## config.mk

```make
export PLATFORM = sky130hd
export DESIGN_NAME = bsw_switchover
export DESIGN_NICKNAME = d
export VERILOG_FILES = /design/src/inc/bsw_pkg.sv /design/src/hdl/bsw_switchover.sv
export SDC_FILE = /design/constraint.sdc
export NUM_CORES = 1
export LEC_CHECK = 0
export ABC_AREA = 0
export BUFFER_PORTS_ARGS = -buffer_cell sky130_fd_sc_hd__buf_2
export CORE_MARGIN = 3
export CORE_UTILIZATION = 30
export CTS_CLUSTER_DIAMETER = 200
export CTS_CLUSTER_SIZE = 40
export DETAILED_ROUTE_END_ITERATION = 8
export PLACE_DENSITY_LB_ADDON = 0.15
export RECOVER_POWER = 100
export SLEW_MARGIN = 10
export SYNTH_ARGS = -nofsm -noshare
export SYNTH_HDL_FRONTEND = slang
export SYNTH_SLANG_ARGS = --single-unit
```

## constraint.sdc

```tcl
create_clock -name clk -period 5.2 [get_ports clk]
set_input_delay 0.26 -clock clk [delete_from_list [all_inputs] [get_ports clk]]
set_output_delay 0.26 -clock clk [all_outputs]
set_load 0.02 [all_outputs]
```

## src/inc/bsw_pkg.sv

```systemverilog
// Purpose: Shared constants and carriers for the battery switchover block
// Assumes: 100 MHz core clock, 8-bit special function register port
// Notes: Bit positions of flags, enables and pin fields are fixed here
package bsw_pkg;
  // Special function register addresses
  localparam logic [7:0] BSW_ADDR_CORE_EN = 8'hA9;
  localparam logic [7:0] BSW_ADDR_ADC_START = 8'hD8;
  localparam logic [7:0] BSW_ADDR_BAT_ADC = 8'hDF;
  localparam logic [7:0] BSW_ADDR_IRQ_EN = 8'hEC;
  localparam logic [7:0] BSW_ADDR_DELTA = 8'hF3;
  localparam logic [7:0] BSW_ADDR_PER_CFG = 8'hF4;
  localparam logic [7:0] BSW_ADDR_SWO_CFG = 8'hF5;
  localparam logic [7:0] BSW_ADDR_FLAGS = 8'hF8;
  localparam logic [7:0] BSW_ADDR_BAT_TH = 8'hFA;
  localparam logic [7:0] BSW_ADDR_PIN_CFG = 8'hFF;
  // Flag and enable bit positions, shared by both registers
  localparam int BSW_B_DCIN_ADC = 0;
  localparam int BSW_B_BAT = 1;
  localparam int BSW_B_SWO = 2;
  localparam int BSW_B_RESTORE = 3;
  localparam int BSW_B_DCIN_LOW = 4;
  localparam int BSW_B_SAG = 5;
  localparam logic [7:0] BSW_FLAG_MASK = 8'h3F;
  // Other fields
  localparam int BSW_B_MON_IRQ_EN = 1;
  localparam int BSW_B_RAIL_SRC = 6;
  localparam int BSW_PIN_LO = 4;
  localparam logic [1:0] BSW_PIN_BAT_CTRL = 2'h1;
  localparam logic [1:0] BSW_SEL_MAIN = 2'h0;
  localparam logic [1:0] BSW_SEL_DCIN = 2'h1;
  // Reset values
  localparam logic [7:0] BSW_RST_ZERO = 8'h00;
  localparam logic [7:0] BSW_RST_PER_CFG = 8'h40;
  // Timing
  localparam int BSW_CLK_PERIOD_NS = 10;
  localparam int BSW_DCIN_DELAY_MS = 30;
  localparam int BSW_RESTORE_DELAY_MS = 130;
  localparam int BSW_BG_PERIOD_MS = 10;
  localparam int BSW_DCIN_DELAY_CYC = BSW_DCIN_DELAY_MS * 1000000 / BSW_CLK_PERIOD_NS;
  localparam int BSW_RESTORE_DELAY_CYC = BSW_RESTORE_DELAY_MS * 1000000 / BSW_CLK_PERIOD_NS;
  localparam int BSW_BG_PERIOD_CYC = BSW_BG_PERIOD_MS * 1000000 / BSW_CLK_PERIOD_NS;
  // Register port request
  typedef struct packed {
    logic wr;
    logic rd;
    logic [7:0] addr;
    logic [7:0] wdata;
  } bsw_sfr_req_t;
  // Comparator and pin levels, asynchronous to clk
  typedef struct packed {
    logic vdd_ok;
    logic dcin_ok;
    logic bat_ctrl;
  } bsw_cmp_t;
  // Rail selection states, Gray along main, wait, battery, restore
  typedef enum logic [1:0] {
    BSW_ON_MAIN = 2'h0,
    BSW_DCIN_WAIT = 2'h1,
    BSW_ON_BAT = 2'h3,
    BSW_RESTORE_WAIT = 2'h2
  } bsw_state_t;
endpackage : bsw_pkg

```

## src/hdl/bsw_switchover.sv

```systemverilog
// Purpose: Rail source selection and power monitor event flags
// Assumes: Comparators asynchronous, ADC and sag pulses on clk
// Notes: Long delays are parameters so simulation can shorten them
// Contract
// - Selection 01 and low DC input selects battery
// - Selection 00 and low main selects battery
// - Enabled control pin falling edge selects battery
// - Restore only when all enabled conditions hold
// - Selection 01 restore also needs DC input
// - Enabled control pin must be high to restore
// - Restore waits 130 ms after conditions hold
// - DC input switchover waits 30 ms
// - Monitor interrupt masked until core enable set
// - Flags latched, software clears via flag register
// - Main to battery sets switchover flag
// - Battery to main sets restored flag
// - Flags set regardless, cleared by writing zero
// - Config bit 6 shows main rail source
// - ADC ready sets DC input ADC flag
// - Periodic and on demand DC input conversions
// - Low battery or new measurement sets flag
// - DC input below threshold sets low flag
// - Sag event from metering sets sag flag
`timescale 1ns/10ps
module bsw_switchover import bsw_pkg::*; #(
  parameter logic [23:0] DCIN_WAIT_CYC = 24'(BSW_DCIN_DELAY_CYC),
  parameter logic [23:0] RESTORE_WAIT_CYC = 24'(BSW_RESTORE_DELAY_CYC),
  parameter logic [23:0] BG_PERIOD_CYC = 24'(BSW_BG_PERIOD_CYC)
) (
  input wire logic clk,
  input wire logic resetn,
  input wire bsw_sfr_req_t sfr,
  input wire bsw_cmp_t cmp,
  input wire logic sag_event,
  input wire logic bat_adc_ready,
  input wire logic [7:0] bat_adc_data,
  input wire logic dcin_adc_ready,
  output logic [7:0] sfr_rdata,
  output logic rail_on_main,
  output logic dcin_adc_convert,
  output logic mon_irq
);
  // Synchroniser chains, one lane per level
  logic [2:0] sync1;
  logic [2:0] sync2;
  logic [2:0] sync3;
  // Filtered levels: vdd_ok, dcin_ok, bat_ctrl
  logic [2:0] lvl;
  logic bat_ctrl_fall;
  // Software visible registers
  logic [7:0] core_irq_enable_priority_two;
  logic [7:0] adc_start;
  logic [7:0] battery_adc_value;
  logic [7:0] monitor_irq_enable;
  logic [7:0] temp_supply_delta;
  logic [7:0] peripheral_config;
  logic [7:0] switchover_config;
  logic [7:0] monitor_irq_flags;
  logic [7:0] battery_threshold;
  logic [7:0] irq_pin_config;
  // Selection machine
  bsw_state_t state;
  bsw_state_t next_state;
  logic [23:0] wait_cnt;
  logic [23:0] bg_cnt;
  logic to_bat;
  logic to_main;
  logic [7:0] flag_set;
  // Decoded controls
  logic [1:0] switchover_source_sel;
  logic pin_en;
  logic vdd_ok;
  logic dcin_ok;
  logic bat_ctrl_high;
  logic fast_trip;
  logic restore_ok;

  // Register write strobe for one address
  function automatic logic sfr_hit(input bsw_sfr_req_t r, input logic [7:0] a);
    sfr_hit = r.wr && (r.addr == a);
  endfunction : sfr_hit

  // Levels come in three flops; a change counts once stages two and three agree
  genvar gi;
  generate
    for (gi = 0; gi < 3; gi++) begin : g_sync
      always_ff @(posedge clk or negedge resetn) begin
        if (!resetn) begin
          sync1[gi] <= 1'b0;
          sync2[gi] <= 1'b0;
          sync3[gi] <= 1'b0;
        end else begin
          sync1[gi] <= cmp[gi];
          sync2[gi] <= sync1[gi];
          sync3[gi] <= sync2[gi];
        end
      end
      // Level filter; reset to the safe "supply bad, pin low" view
      always_ff @(posedge clk or negedge resetn) begin
        if (!resetn) begin
          lvl[gi] <= 1'b0;
        end else if (sync2[gi] == sync3[gi]) begin
          lvl[gi] <= sync3[gi];
        end
      end
    end
  endgenerate

  assign bat_ctrl_high = lvl[0];
  assign dcin_ok = lvl[1];
  assign vdd_ok = lvl[2];
  // Edge seen when filtered pin high and agreed samples now low
  assign bat_ctrl_fall = lvl[0] && (sync2[0] == sync3[0]) && !sync3[0];

  // Control fields
  assign switchover_source_sel = switchover_config[1:0];
  assign pin_en = irq_pin_config[BSW_PIN_LO +: 2] == BSW_PIN_BAT_CTRL;
  // Immediate trips from main supply or control pin
  assign fast_trip = ((switchover_source_sel == BSW_SEL_MAIN) && !vdd_ok)
    || (pin_en && bat_ctrl_fall);
  // All enabled restore conditions together
  assign restore_ok = vdd_ok
    && ((switchover_source_sel != BSW_SEL_DCIN) || dcin_ok)
    && (!pin_en || bat_ctrl_high);

  // Next rail state
  always_comb begin
    next_state = state;
    case (state)
      BSW_ON_MAIN: begin
        if (fast_trip) begin
          next_state = BSW_ON_BAT;
        end else if ((switchover_source_sel == BSW_SEL_DCIN) && !dcin_ok) begin
          next_state = BSW_DCIN_WAIT;
        end
      end
      BSW_DCIN_WAIT: begin
        if (fast_trip) begin
          next_state = BSW_ON_BAT;
        end else if ((switchover_source_sel != BSW_SEL_DCIN) || dcin_ok) begin
          next_state = BSW_ON_MAIN; // Glitch shorter than the delay
        end else if (wait_cnt == DCIN_WAIT_CYC - 24'h1) begin
          next_state = BSW_ON_BAT;
        end
      end
      BSW_ON_BAT: begin
        if (restore_ok) begin
          next_state = BSW_RESTORE_WAIT;
        end
      end
      BSW_RESTORE_WAIT: begin
        if (!restore_ok) begin
          next_state = BSW_ON_BAT; // Conditions must stay true
        end else if (wait_cnt == RESTORE_WAIT_CYC - 24'h1) begin
          next_state = BSW_ON_MAIN;
        end
      end
      default: begin
        next_state = BSW_ON_BAT;
      end
    endcase
  end

  // Transitions of the real rail source
  assign to_bat = rail_on_main && !((next_state == BSW_ON_MAIN)
    || (next_state == BSW_DCIN_WAIT));
  assign to_main = !rail_on_main && (next_state == BSW_ON_MAIN);

  // State register; reset starts on battery and waits for a good main
  always_ff @(posedge clk or negedge resetn) begin
    if (!resetn) begin
      state <= BSW_ON_BAT;
    end else begin
      state <= next_state;
    end
  end

  // Shared delay counter, cleared on every state change
  always_ff @(posedge clk or negedge resetn) begin
    if (!resetn) begin
      wait_cnt <= 24'h0;
    end else if (next_state != state) begin
      wait_cnt <= 24'h0;
    end else if ((state == BSW_DCIN_WAIT) || (state == BSW_RESTORE_WAIT)) begin
      wait_cnt <= wait_cnt + 24'h1;
    end
  end

  // Rail source output, main during main and the DC input grace period
  always_ff @(posedge clk or negedge resetn) begin
    if (!resetn) begin
      rail_on_main <= 1'b0;
    end else begin
      rail_on_main <= (next_state == BSW_ON_MAIN) || (next_state == BSW_DCIN_WAIT);
    end
  end

  // Background conversion timer plus on demand start
  always_ff @(posedge clk or negedge resetn) begin
    if (!resetn) begin
      bg_cnt <= 24'h0;
      dcin_adc_convert <= 1'b0;
    end else begin
      bg_cnt <= (bg_cnt == BG_PERIOD_CYC - 24'h1) ? 24'h0 : bg_cnt + 24'h1;
      dcin_adc_convert <= (bg_cnt == BG_PERIOD_CYC - 24'h1)
        || sfr_hit(sfr, BSW_ADDR_ADC_START);
    end
  end

  // Plain read-write registers
  always_ff @(posedge clk or negedge resetn) begin
    if (!resetn) begin
      core_irq_enable_priority_two <= BSW_RST_ZERO;
      adc_start <= BSW_RST_ZERO;
      monitor_irq_enable <= BSW_RST_ZERO;
      temp_supply_delta <= BSW_RST_ZERO;
      switchover_config <= BSW_RST_ZERO;
      battery_threshold <= BSW_RST_ZERO;
      irq_pin_config <= BSW_RST_ZERO;
    end else begin
      if (sfr_hit(sfr, BSW_ADDR_CORE_EN)) core_irq_enable_priority_two <= sfr.wdata;
      if (sfr_hit(sfr, BSW_ADDR_ADC_START)) adc_start <= sfr.wdata;
      if (sfr_hit(sfr, BSW_ADDR_IRQ_EN)) monitor_irq_enable <= sfr.wdata;
      if (sfr_hit(sfr, BSW_ADDR_DELTA)) temp_supply_delta <= sfr.wdata;
      if (sfr_hit(sfr, BSW_ADDR_SWO_CFG)) switchover_config <= sfr.wdata;
      if (sfr_hit(sfr, BSW_ADDR_BAT_TH)) battery_threshold <= sfr.wdata;
      if (sfr_hit(sfr, BSW_ADDR_PIN_CFG)) irq_pin_config <= sfr.wdata;
    end
  end

  // Peripheral config: bit 6 tracks the rail, the rest is storage
  always_ff @(posedge clk or negedge resetn) begin
    if (!resetn) begin
      peripheral_config <= BSW_RST_ZERO;
    end else begin
      if (sfr_hit(sfr, BSW_ADDR_PER_CFG)) peripheral_config <= sfr.wdata;
      peripheral_config[BSW_B_RAIL_SRC] <= rail_on_main;
    end
  end

  // Battery sample capture
  always_ff @(posedge clk or negedge resetn) begin
    if (!resetn) begin
      battery_adc_value <= BSW_RST_ZERO;
    end else if (bat_adc_ready) begin
      battery_adc_value <= bat_adc_data;
    end
  end

  // Event sources for the sticky flags
  always_comb begin
    flag_set = 8'h00;
    flag_set[BSW_B_DCIN_ADC] = dcin_adc_ready;
    flag_set[BSW_B_BAT] = bat_adc_ready || (battery_adc_value < battery_threshold);
    flag_set[BSW_B_SWO] = to_bat;
    flag_set[BSW_B_RESTORE] = to_main;
    flag_set[BSW_B_DCIN_LOW] = !dcin_ok;
    flag_set[BSW_B_SAG] = sag_event;
  end

  // Sticky flags; written zeros clear, a same-cycle event still wins
  always_ff @(posedge clk or negedge resetn) begin
    if (!resetn) begin
      monitor_irq_flags <= BSW_RST_ZERO;
    end else if (sfr_hit(sfr, BSW_ADDR_FLAGS)) begin
      monitor_irq_flags <= ((monitor_irq_flags & sfr.wdata) | flag_set) & BSW_FLAG_MASK;
    end else begin
      monitor_irq_flags <= monitor_irq_flags | flag_set;
    end
  end

  // One shared request, registered to keep the output glitch free
  always_ff @(posedge clk or negedge resetn) begin
    if (!resetn) begin
      mon_irq <= 1'b0;
    end else begin
      mon_irq <= core_irq_enable_priority_two[BSW_B_MON_IRQ_EN]
        && |(monitor_irq_flags & monitor_irq_enable & BSW_FLAG_MASK);
    end
  end

  // Registered read data; unmapped addresses read zero
  always_ff @(posedge clk or negedge resetn) begin
    if (!resetn) begin
      sfr_rdata <= 8'h00;
    end else if (sfr.rd) begin
      case (sfr.addr)
        BSW_ADDR_CORE_EN: sfr_rdata <= core_irq_enable_priority_two;
        BSW_ADDR_ADC_START: sfr_rdata <= adc_start;
        BSW_ADDR_BAT_ADC: sfr_rdata <= battery_adc_value;
        BSW_ADDR_IRQ_EN: sfr_rdata <= monitor_irq_enable;
        BSW_ADDR_DELTA: sfr_rdata <= temp_supply_delta;
        BSW_ADDR_PER_CFG: sfr_rdata <= peripheral_config;
        BSW_ADDR_SWO_CFG: sfr_rdata <= switchover_config;
        BSW_ADDR_FLAGS: sfr_rdata <= monitor_irq_flags;
        BSW_ADDR_BAT_TH: sfr_rdata <= battery_threshold;
        BSW_ADDR_PIN_CFG: sfr_rdata <= irq_pin_config;
        default: sfr_rdata <= 8'h00;
      endcase
    end
  end

  // Checks on the selection and flag logic
  AST_VDD_LOW: assert property (@(posedge clk) disable iff (!resetn)
    rail_on_main && switchover_source_sel == BSW_SEL_MAIN && !vdd_ok |=> !rail_on_main)
    else $error("low main supply did not select battery");
  AST_PIN_FALL: assert property (@(posedge clk) disable iff (!resetn)
    rail_on_main && pin_en && bat_ctrl_fall |=> !rail_on_main)
    else $error("control pin edge did not select battery");
  AST_DCIN_ENTER: assert property (@(posedge clk) disable iff (!resetn)
    state == BSW_ON_MAIN && switchover_source_sel == BSW_SEL_DCIN && !dcin_ok
    |=> state != BSW_ON_MAIN)
    else $error("low DC input ignored");
  AST_DCIN_DELAY: assert property (@(posedge clk) disable iff (!resetn)
    $fell(rail_on_main) && $past(state) == BSW_DCIN_WAIT && !$past(fast_trip)
    |-> $past(wait_cnt) == DCIN_WAIT_CYC - 24'h1)
    else $error("DC input switchover delay wrong");
  AST_NO_EARLY: assert property (@(posedge clk) disable iff (!resetn)
    !rail_on_main && !restore_ok |=> !rail_on_main)
    else $error("restored without conditions");
  AST_SEL_DCIN: assert property (@(posedge clk) disable iff (!resetn)
    !rail_on_main && switchover_source_sel == BSW_SEL_DCIN && !dcin_ok |=> !rail_on_main)
    else $error("restored with low DC input");
  AST_PIN_HOLD: assert property (@(posedge clk) disable iff (!resetn)
    !rail_on_main && pin_en && !bat_ctrl_high |=> !rail_on_main)
    else $error("restored with control pin low");
  AST_RESTORE_DELAY: assert property (@(posedge clk) disable iff (!resetn)
    $rose(rail_on_main) |-> $past(state) == BSW_RESTORE_WAIT
    && $past(wait_cnt) == RESTORE_WAIT_CYC - 24'h1)
    else $error("restore delay wrong");
  AST_IRQ_MASK: assert property (@(posedge clk) disable iff (!resetn)
    !core_irq_enable_priority_two[BSW_B_MON_IRQ_EN] |=> !mon_irq)
    else $error("interrupt while masked");
  AST_SWO_FLAG: assert property (@(posedge clk) disable iff (!resetn)
    $fell(rail_on_main) |-> monitor_irq_flags[BSW_B_SWO])
    else $error("switchover flag missing");
  AST_RESTORE_FLAG: assert property (@(posedge clk) disable iff (!resetn)
    $rose(rail_on_main) |-> monitor_irq_flags[BSW_B_RESTORE])
    else $error("restored flag missing");
  AST_FLAG_HOLD: assert property (@(posedge clk) disable iff (!resetn)
    monitor_irq_flags[BSW_B_SWO] && !(sfr_hit(sfr, BSW_ADDR_FLAGS) && !sfr.wdata[BSW_B_SWO])
    |=> monitor_irq_flags[BSW_B_SWO])
    else $error("flag lost without clear");
  AST_STATUS: assert property (@(posedge clk) disable iff (!resetn)
    sfr.rd && sfr.addr == BSW_ADDR_PER_CFG ##1 $stable(rail_on_main)
    |-> sfr_rdata[BSW_B_RAIL_SRC] == $past(rail_on_main, 2))
    else $error("rail source bit wrong");
  AST_IRQ_OR: assert property (@(posedge clk) disable iff (!resetn)
    core_irq_enable_priority_two[BSW_B_MON_IRQ_EN] && monitor_irq_flags[BSW_B_SWO]
    && monitor_irq_enable[BSW_B_SWO] |=> mon_irq)
    else $error("enabled flag gave no interrupt");
  // Event flags must latch the cycle after their source; set wins over a clear
  AST_DCIN_LOW_FLAG: assert property (@(posedge clk) disable iff (!resetn)
    !dcin_ok |=> monitor_irq_flags[BSW_B_DCIN_LOW])
    else $error("low DC input flag missing");
  AST_SAG_FLAG: assert property (@(posedge clk) disable iff (!resetn)
    sag_event |=> monitor_irq_flags[BSW_B_SAG])
    else $error("sag flag missing");
  AST_ADC_FLAG: assert property (@(posedge clk) disable iff (!resetn)
    dcin_adc_ready |=> monitor_irq_flags[BSW_B_DCIN_ADC])
    else $error("DC input sample flag missing");
  AST_BAT_FLAG: assert property (@(posedge clk) disable iff (!resetn)
    bat_adc_ready |=> monitor_irq_flags[BSW_B_BAT])
    else $error("battery sample flag missing");
  // A start write must launch a conversion on the very next cycle
  AST_CONV_START: assert property (@(posedge clk) disable iff (!resetn)
    sfr_hit(sfr, BSW_ADDR_ADC_START) |=> dcin_adc_convert)
    else $error("start write gave no conversion");
  COV_TO_BAT: cover property (@(posedge clk) disable iff (!resetn) $fell(rail_on_main));
  COV_TO_MAIN: cover property (@(posedge clk) disable iff (!resetn) $rose(rail_on_main));
  COV_DCIN_WAIT: cover property (@(posedge clk) disable iff (!resetn)
    state == BSW_DCIN_WAIT ##1 state == BSW_ON_BAT);
  COV_IRQ: cover property (@(posedge clk) disable iff (!resetn) $rose(mon_irq));
  COV_FLAG_CLEAR: cover property (@(posedge clk) disable iff (!resetn)
    sfr_hit(sfr, BSW_ADDR_FLAGS) ##1 monitor_irq_flags == 8'h00);
endmodule : bsw_switchover

```

======== Word level (Yosys, flattened, before mapping) ========
Index checks and enable logic that the tools add are counted.
word-level totals
  flip-flop bits (word level) ............. 153
  input port bits ......................... 34
  output and inout bits ................... 11
  logic and storage cells ................. 112
operators by class
  $add $sub $neg .......................... 2
  $lt $le $gt $ge ......................... 1
  equality and inequality tests ........... 24
  multiplexer cells ....................... 14
  bitwise logic cells ..................... 4
  reduce and logical (&&, ||, !) cells .... 37
operators by type and width
  cell                                                    number
  equality test 8 bit (second input constant)             10
  case mux 8 bit (10 select lines)                        1
  two-way mux 24 bit                                      3
  adder 24 x 1 -> 24 bit (second input constant)          2
  equality test 24 x 20 -> 1 bit (second input constant)  1
  equality test 24 x 22 -> 1 bit (second input constant)  1
  equality test 24 bit (second input constant)            1
  logical AND 1 bit                                       19
  two-way mux 2 bit                                       8
  bitwise AND 6 bit                                       2
  equality test 2 x 1 -> 1 bit (second input constant)    4
  < comparator 8 bit                                      1
  two-way mux 8 bit                                       1
  bitwise OR 8 x 6 -> 8 bit                               1
  case mux 2 bit (4 select lines)                         1
  logical OR 1 bit                                        7
  logical NOT 1 bit                                       6
  logical NOT 2 bit                                       3
  bitwise OR 6 bit                                        1
  OR reduction 6 bit                                      1
  equality test 2 bit (second input constant)             2
  equality test 1 bit                                     3
  != test 2 x 1 -> 1 bit (second input constant)          1
  != test 2 bit                                           1
  nonzero test 2 bit                                      1

======== Depth between registers and ports, before layout ========
Gate-level depths: netlist of the first run.
  depth in word-level cells ............... 13
  gate-level depth with buffers ........... 9
  depth with buffers taken out ............ 8

======== Worst setup path after synthesis of the first run ========
Ideal clock, no wire load.
  path type ............................... flip-flop to flip-flop
  start point ............................. register state[0]
  end point ............................... register wait_cnt[20]
  library setup time ...................... 0.086 ns
  arrival ................................. 2.221 ns
  required time ........................... 5.114 ns
  slack ................................... 2.893 ns
  stages on the path, launching flop included .. 9
  buffers on the path ..................... 0
  period minus slack after synthesis ...... 2.307 ns
  cell sequence ........................... dfstp_2 inv_1 ha_1 nand2_1 or4_1 nor3_1 xor2_1 nand2_1 nor3_1
on the way
  longest elaborated chain between the ends .. 6
  elaborated cells on any way between the ends .. 17
  those cells by class .................... eq/ne (4); mux (10); reduce/logical (3)
RTL lines
  what                                                      line                   RTL
  from (decl)                                               bsw_switchover.sv:62   bsw_state_t state;
  from (signal assigned)                                    bsw_switchover.sv:174  state <= next_state;
  two-way mux 2 bit                                         bsw_switchover.sv:142  end else if (wait_cnt == DCIN_WAIT_CYC - 24'h1) begin
  two-way mux 2 bit                                         bsw_switchover.sv:140  end else if ((switchover_source_sel != BSW_SEL_DCIN) || dcin_ok) begin
  two-way mux 2 bit                                         bsw_switchover.sv:138  if (fast_trip) begin
  case mux 2 bit (4 select lines)                           bsw_switchover.sv:129  case (state)
  != test 2 bit                                             bsw_switchover.sv:182  end else if (next_state != state) begin
  two-way mux 24 bit or nonzero test 2 bit (tied branches)  --
  to (signal assigned)                                      bsw_switchover.sv:185  wait_cnt <= wait_cnt + 24'h1;
  to (decl)                                                 bsw_switchover.sv:64   logic [23:0] wait_cnt;
Parallel ways exist; a longest one is shown, timed or not.
A chain may end at the register's enable or synchronous reset.

======== Final worst setup path of the first run ========
  start point ............................. input port sfr[8] (netlist bit)
  end point ............................... register core_irq_enable_priority_two[1]
on the way
  longest elaborated chain between the ends .. 2
RTL lines
  what                  line                   RTL
  from (decl)           bsw_switchover.sv:32   input wire bsw_sfr_req_t sfr,
  equality test 8 bit   bsw_switchover.sv:80   sfr_hit = r.wr && (r.addr == a);
  logical AND 1 bit     bsw_switchover.sv:80
  to (signal assigned)  bsw_switchover.sv:221  if (sfr_hit(sfr, BSW_ADDR_CORE_EN)) core_irq_enable_priority_two <= sfr.wdata;
  to (decl)             bsw_switchover.sv:51   logic [7:0] core_irq_enable_priority_two;
No other way between the ends.

==> flow_metrics.env, run 1 <==
export IMPL_cts_root_buf="clkbuf_16"
export IMPL_yosys_area_top_type="dfrtp_1"
export IMPL_grt_pass1_vias=5449
export IMPL_status="finished, violations left"
export IMPL_place_hpwl_um=12900
export IMPL_max_cap_viol_count=4
export IMPL_wl_um=18600
export IMPL_rows=56
export IMPL_r2r_cells=7
export IMPL_fin_crit_sh_pct=71.2
export IMPL_ys_seq_area_share_pct=51.4
export IMPL_cts_buffers_inserted=17
export IMPL_clock_sinks=151
export IMPL_timing_fmax_ghz=0.270
export IMPL_synth_edff_count=0
export IMPL_synth_top_family_by_area="simple AND/OR/NAND/NOR gates"
export IMPL_setup_tns_ns=0
export IMPL_areaGrowthSynthToFinish_pct=15.3
export IMPL_start_kind="input port"
export IMPL_synth_simple_gate_area_share_pct=17.1
export IMPL_antenna_found_initial=0
export IMPL_cts_tree="done"
export IMPL_drv_slew=144
export IMPL_grt_max_degree=97
export IMPL_start_util_pct=31.0
export IMPL_syn_avg_cell_area_um2=11.1
export IMPL_syn_area_um2=7360
export IMPL_synth_async_sr_flop_share_pct=100
export IMPL_drt_iter0_markers=537
export IMPL_grtUsageMet1_pct=19.7
export IMPL_syn_inst=664
export IMPL_die_w_um=163
export IMPL_hold_class="input port to flip-flop"
export IMPL_clock_skew_ns=0.0102
export IMPL_route_detailed_drc=0
export IMPL_rr_endpoint="wait_cnt[3]"
export IMPL_min_to="monitor_irq_flags[5]"
export IMPL_power_density_nw_per_um2=362
export IMPL_r2r_start="wait_cnt[0]"
export IMPL_synth_seq_cells=151
export IMPL_holdBufCountCts=4
export IMPL_hold_depth=2
export IMPL_yosysUniqueCellTypes=63
export IMPL_port_buffers=44
export IMPL_grt_use_met3_pct=3.41
export IMPL_insertion_delay_ns=0.42
export IMPL_relSlewSlack_pct=-65.5
export IMPL_min_period_ns=3.70
export IMPL_core_um2=23800
export IMPL_via_per_inst=5.09
export IMPL_synthAdderAreaFrac_pct=2.62
export IMPL_clk_pin_slew_ns=0.06
export IMPL_cp_end_kind="flip-flop"
export IMPL_yosysWarnings=0
export IMPL_rsz0062_at_grt="false"
export IMPL_r2r_slack_ns=1.54
export IMPL_yosys_area_top_type_share_pct=50.7
export IMPL_dieHeight_um=163
export IMPL_antennaDiodeCount=0
export IMPL_crit_required_ns=5.50
export IMPL_busiest_layer="met2"
export IMPL_irDropWorstVdd_uv=215
export IMPL_worstMarginPinSlew_ns=2.48
export IMPL_drive_gt1_share_pct=20.6
export IMPL_synth_nets=711
export IMPL_synth_area_leaders="dfrtp_1 (51%), mux2_2 (11%), nand2_1 (3.0%)"
export IMPL_vias=5307
export IMPL_dieArea_um2=26400
export IMPL_grtUsageTotal_pct=14.7
export IMPL_synth_compound_area_share_pct=8.74
export IMPL_synth_xor_area_share_pct=5.00
export IMPL_wl_per_cell_um=17.8
export IMPL_grt_pass1_wl_um=30400
export IMPL_cts_setup_buffers=0
export IMPL_pin_count=45
export IMPL_gp_congestion=0.815
export IMPL_whs_ns=0.0410
export IMPL_ys_flop_type="dfrtp_1"
export IMPL_total_power_mw=3.07
export IMPL_nets=757
export IMPL_hp_start="sag_event"
export IMPL_htreeDepth=4
export IMPL_hold_viol_final=0
export IMPL_drtAntennaViolNets=0
export IMPL_clock_path_buffers=2
export IMPL_cp_max_fo=18
export IMPL_p_leak_nw=3.71
export IMPL_grt_use_met2_pct=23.5
export IMPL_arrival_ns=4.01
export IMPL_ctsResizeCount=0
export IMPL_grt_overflow=0
export IMPL_setup_viol=0
export IMPL_firstDrtPassIters=7
export IMPL_criticalPathCategory="input port to flip-flop"
export IMPL_violations="max-capacitance violations, max-slew violations"
export IMPL_synthMuxAreaShare_pct=12.3
==> cell usage after synthesis (3+ instances only) <==
master and instances:
nand3_1 20, nor2b_1 6, nand2b_1 6, a21o_1 3, a32oi_1 5, mux2_2 73
nand4_1 14, o21ai_0 17, a22o_1 7, maj3_1 3, or2_2 3, a22oi_1 5
dfrtp_1 149, mux2i_1 8, or3_1 4, a222oi_1 5, or4_1 3, a31oi_1 3
nor2_1 24, nor3_1 41, nor3b_1 5, and4_1 4, and3_1 13, or3b_2 3
a21oi_1 15, ha_1 13, o211ai_1 3, xor2_1 23, clkbuf_1 15, buf_2 5
nand2_1 59, nor4b_1 5, inv_1 28, nor4_1 4, o22ai_1 14, and2_1 4
xnor2_1 19
==> kinds of logic (layout without fill, tap and decap cells) <==
group | Yosys count | in the layout
DFF | 151 | 151
muxes | 81 | 81
buffers and inverters | 51 | 110
AOI/OAI and AO/OA | 92 | 92
adders and majority gates | 16 | 16
and+or+nand+nor | 231 | 231
xor gates and xnor gates | 42 | 42
==> registers in the layout (all words and copies together) (netlist names), 2 cells and up <==
signal and cells:
wait_cnt 24, peripheral_config 8, monitor_irq_enable 8, temp_supply_delta 8
sync1 3, adc_start 8, core_irq_enable_priority_two 8, battery_threshold 8
bg_cnt 24, irq_pin_config 8, state 2, sync2 3
sync3 3, switchover_config 8, sfr_rdata 8, monitor_irq_flags 6
battery_adc_value 8
==> where the power goes <==
group | switching (mW) | total [mW] | internal [mW]
Sequential | 0.0585 | 1.30 | 1.24
Clock | 0.534 | 1.27 | 0.734
Combinational | 0.343 | 0.505 | 0.162
Total | 0.935 | 3.07 | 2.14
==> cell usage in the layout (no fill, tap or decap), drive strengths merged, types with 7 or more instances in the layout <==
| cell | n |
|---|---|
| nor3 | 41 |
| xnor2 | 19 |
| o21ai | 18 |
| dfrtp | 149 |
| inv | 33 |
| mux2 | 73 |
| o22ai | 14 |
| clkbuf | 33 |
| a22o | 7 |
| buf | 31 |
| nand3 | 21 |
| mux2i | 8 |
| nand4 | 15 |
| xor2 | 23 |
| nand2 | 59 |
| ha | 13 |
| nor2 | 24 |
| and3 | 13 |
| a21oi | 16 |
==> area by class of cell <==
class	count	area [um^2]
timing repair buffer	50	255
multi-input combinational	462	3340
clock inverter	14	166
tap	319	399
sequential	151	3780
fill	2372	15300
clock buffer	18	439
inverter	28	105
==> layer usage <==
metal,vias to the layer above,part of all wire [%]
met5,-,0
met4,0,1.8
met3,22,3.7
li1,2506,-
met2,113,47
met1,2666,47
==> critical path: stages <==
cell      delay, ns
clkbuf_1       0.84
nand2b_1       0.17
nor4_1         1.54
nand2_1        0.72
mux2_2         0.47
==> worst max path at each step <==
stage                 from                               to  slack [ns]  depth (start not counted)
2_1_floorplan     state[0]                     wait_cnt[20]        2.89                          8
3_3_place_gp   wait_cnt[0]                     wait_cnt[11]        2.38                          7
3_5_place_dp   wait_cnt[0]                      wait_cnt[0]        2.20                          7
4_1_cts        wait_cnt[0]                      wait_cnt[0]        2.19                          7
5_1_grt        wait_cnt[0]                      wait_cnt[7]        1.18                          7
6_report            sfr[8]  core_irq_enable_priority_two[1]        1.50                          5
==> metrics by stage <==
stage	utilization, %	area (um^2)	setup slack (ns)	cells
after floorplan	-	7360	2.89	664
after global placement	33.2	7890	2.38	1006
after detailed placement	33.2	7890	2.20	1006
after CTS	35.9	8530	2.19	1042
after global routing	35.7	8480	1.18	1042
final	35.7	8480	1.50	1042
Power figures use the tool's default switching activity.
==> run 2, diff against run 1 <==
clock period = 3.75 ns   (was 5.2 ns; I/O delays follow)
==> flow_metrics.env, run 2 (synthesized netlist as in run 1, its figures left out) <==
export IMPL_wl_um=18400
export IMPL_nets=771
export IMPL_violations="max-capacitance violations, max-slew violations"
export IMPL_setup_ws_ns=0.795
export IMPL_core_um2=23800
export IMPL_htreeDepth=4
export IMPL_reg_top3="bg_cnt: 24 flops, wait_cnt: 24 flops"
export IMPL_hold_viol_final=0
export IMPL_die_w_um=163
export IMPL_vias=5374
export IMPL_clock_path_buffers=2
export IMPL_grt_max_degree=91
export IMPL_drv_slew=90
export IMPL_via_per_inst=5.09
export IMPL_clock_sinks=151
export IMPL_grt_pass1_vias=5347
export IMPL_route_detailed_drc=0
export IMPL_status="finished, violations left"
export IMPL_p_leak_nw=3.73
export IMPL_max_cap_viol_count=1
export IMPL_hold_class="input port to flip-flop"
export IMPL_drt_iter0_markers=660
export IMPL_cp_end_kind="flip-flop"
export IMPL_final_common_cell="dfrtp_1"
export IMPL_antennaDiodeCount=0
export IMPL_antenna_found_initial=0
export IMPL_cts_root_buf="clkbuf_16"
export IMPL_rsz0062_at_grt="false"
export IMPL_total_power_mw=4.11
export IMPL_clk_pin_slew_ns=0.07
export IMPL_grtUsageTotal_pct=14.4
export IMPL_final_util_pct=36.0
export IMPL_grt_overflow=0
export IMPL_pre_cts_slack_ns=1.01
export IMPL_min_period_ns=2.96
export IMPL_relSlewSlack_pct=-56.4
export IMPL_start_util_pct=31.0
export IMPL_insertion_delay_ns=0.43
export IMPL_layout_common_cells="dfrtp_1 (149), mux2_2 (73), nand2_1 (59)"
export IMPL_grt_pass1_wl_um=29900
export IMPL_irDropWorstVdd_uv=247
export IMPL_drive_gt1_share_pct=20.5
export IMPL_dieHeight_um=163
export IMPL_firstDrtPassIters=7
export IMPL_rows=56
export IMPL_start_kind="flip-flop"
export IMPL_arrival_ns=3.21
export IMPL_setup_viol=0
export IMPL_worstMarginPinSlew_ns=2.35
export IMPL_cts_buffers_inserted=17
export IMPL_place_area_um2=7930
export IMPL_power_density_nw_per_um2=481
export IMPL_design_area_um2=8560
export IMPL_timing_fmax_ghz=0.338
export IMPL_place_hpwl_um=13000
export IMPL_crit_required_ns=4.01
export IMPL_fin_crit_sh_pct=78.8
export IMPL_criticalPathCategory="flip-flop to flip-flop"
export IMPL_port_buffers=44
export IMPL_pin_count=45
export IMPL_gp_congestion=0.821
export IMPL_cts_tree="done"
export IMPL_dieArea_um2=26400
export IMPL_areaGrowthSynthToFinish_pct=16.4
export IMPL_wl_per_cell_um=17.4
export IMPL_setup_tns_ns=0
export IMPL_drtAntennaViolNets=0
export IMPL_cp_max_fo=24
export IMPL_clock_skew_ns=0.0145
run 2: metrics by stage:
step | instances | hold slack, ns
after CTS | 1056 | 0.0764
final | 1056 | 0.0925
after detailed placement | 1010 | 0.297
after global routing | 1056 | 0.0984
after floorplan | 664 | -0.108
after global placement | 1010 | 0.296
run 2: routing by layer:
metal	global-route usage, %	vias up	routed length (um)
met3	3.43	22	678
met5	0	-	0
met1	19.7	2707	8660
met4	5.07	0	462
li1	-	2537	-
met2	22.5	108	8560
run 2: worst max-delay path, cell delays in order, from the launching register on:
cell,delay (ns)
dfrtp_1,0.40
ha_1,0.22
nand4b_1,0.11
or4_1,0.51
o21ai_0,0.41
a21oi_1,0.15
o211ai_2,0.86
nor3_1,0.11
run 2: final cells by class:
| cell class | instances | area (um^2) |
|---|---|---|
| clock inverters | 13 | 110 |
| fillers | 2364 | 15200 |
| clock buffers | 19 | 443 |
| flip-flops and latches | 151 | 3780 |
| well taps | 319 | 399 |
| inverters | 28 | 105 |
| repair buffers | 64 | 390 |
| multi-input cells | 462 | 3330 |
run 2: repair_timing:
action / in CTS / in global routing
buffers inserted: 0 / 0
resized for setup: 0 / 0
hold buffers: 14 / 0
endpoints found under the hold margin: 102 / 0
run 2: power breakdown:
part	switching (mW)	internal, mW	total (mW)
Sequential	0.0768	1.72	1.80
Clock	0.729	0.880	1.61
Combinational	0.473	0.233	0.706
run 2: path summary, 6_finish.rpt:
| check | depth (start not counted) | end | startpoint | slack, ns |
|---|---|---|---|---|
| max | 7 | wait_cnt[3] | wait_cnt[0] | 0.79 |
| min in group asynchronous | 2 | battery_adc_value[7] | resetn | 1.01 |
| min reg2reg | 0 | sync2[1] | sync1[1] | 0.35 |
| max in group asynchronous | 2 | monitor_irq_enable[1] | resetn | 1.36 |
| min | 2 | sfr_rdata[6] | sfr[16] | 0.09 |
| max reg2reg | 7 | wait_cnt[3] | wait_cnt[0] | 0.79 |
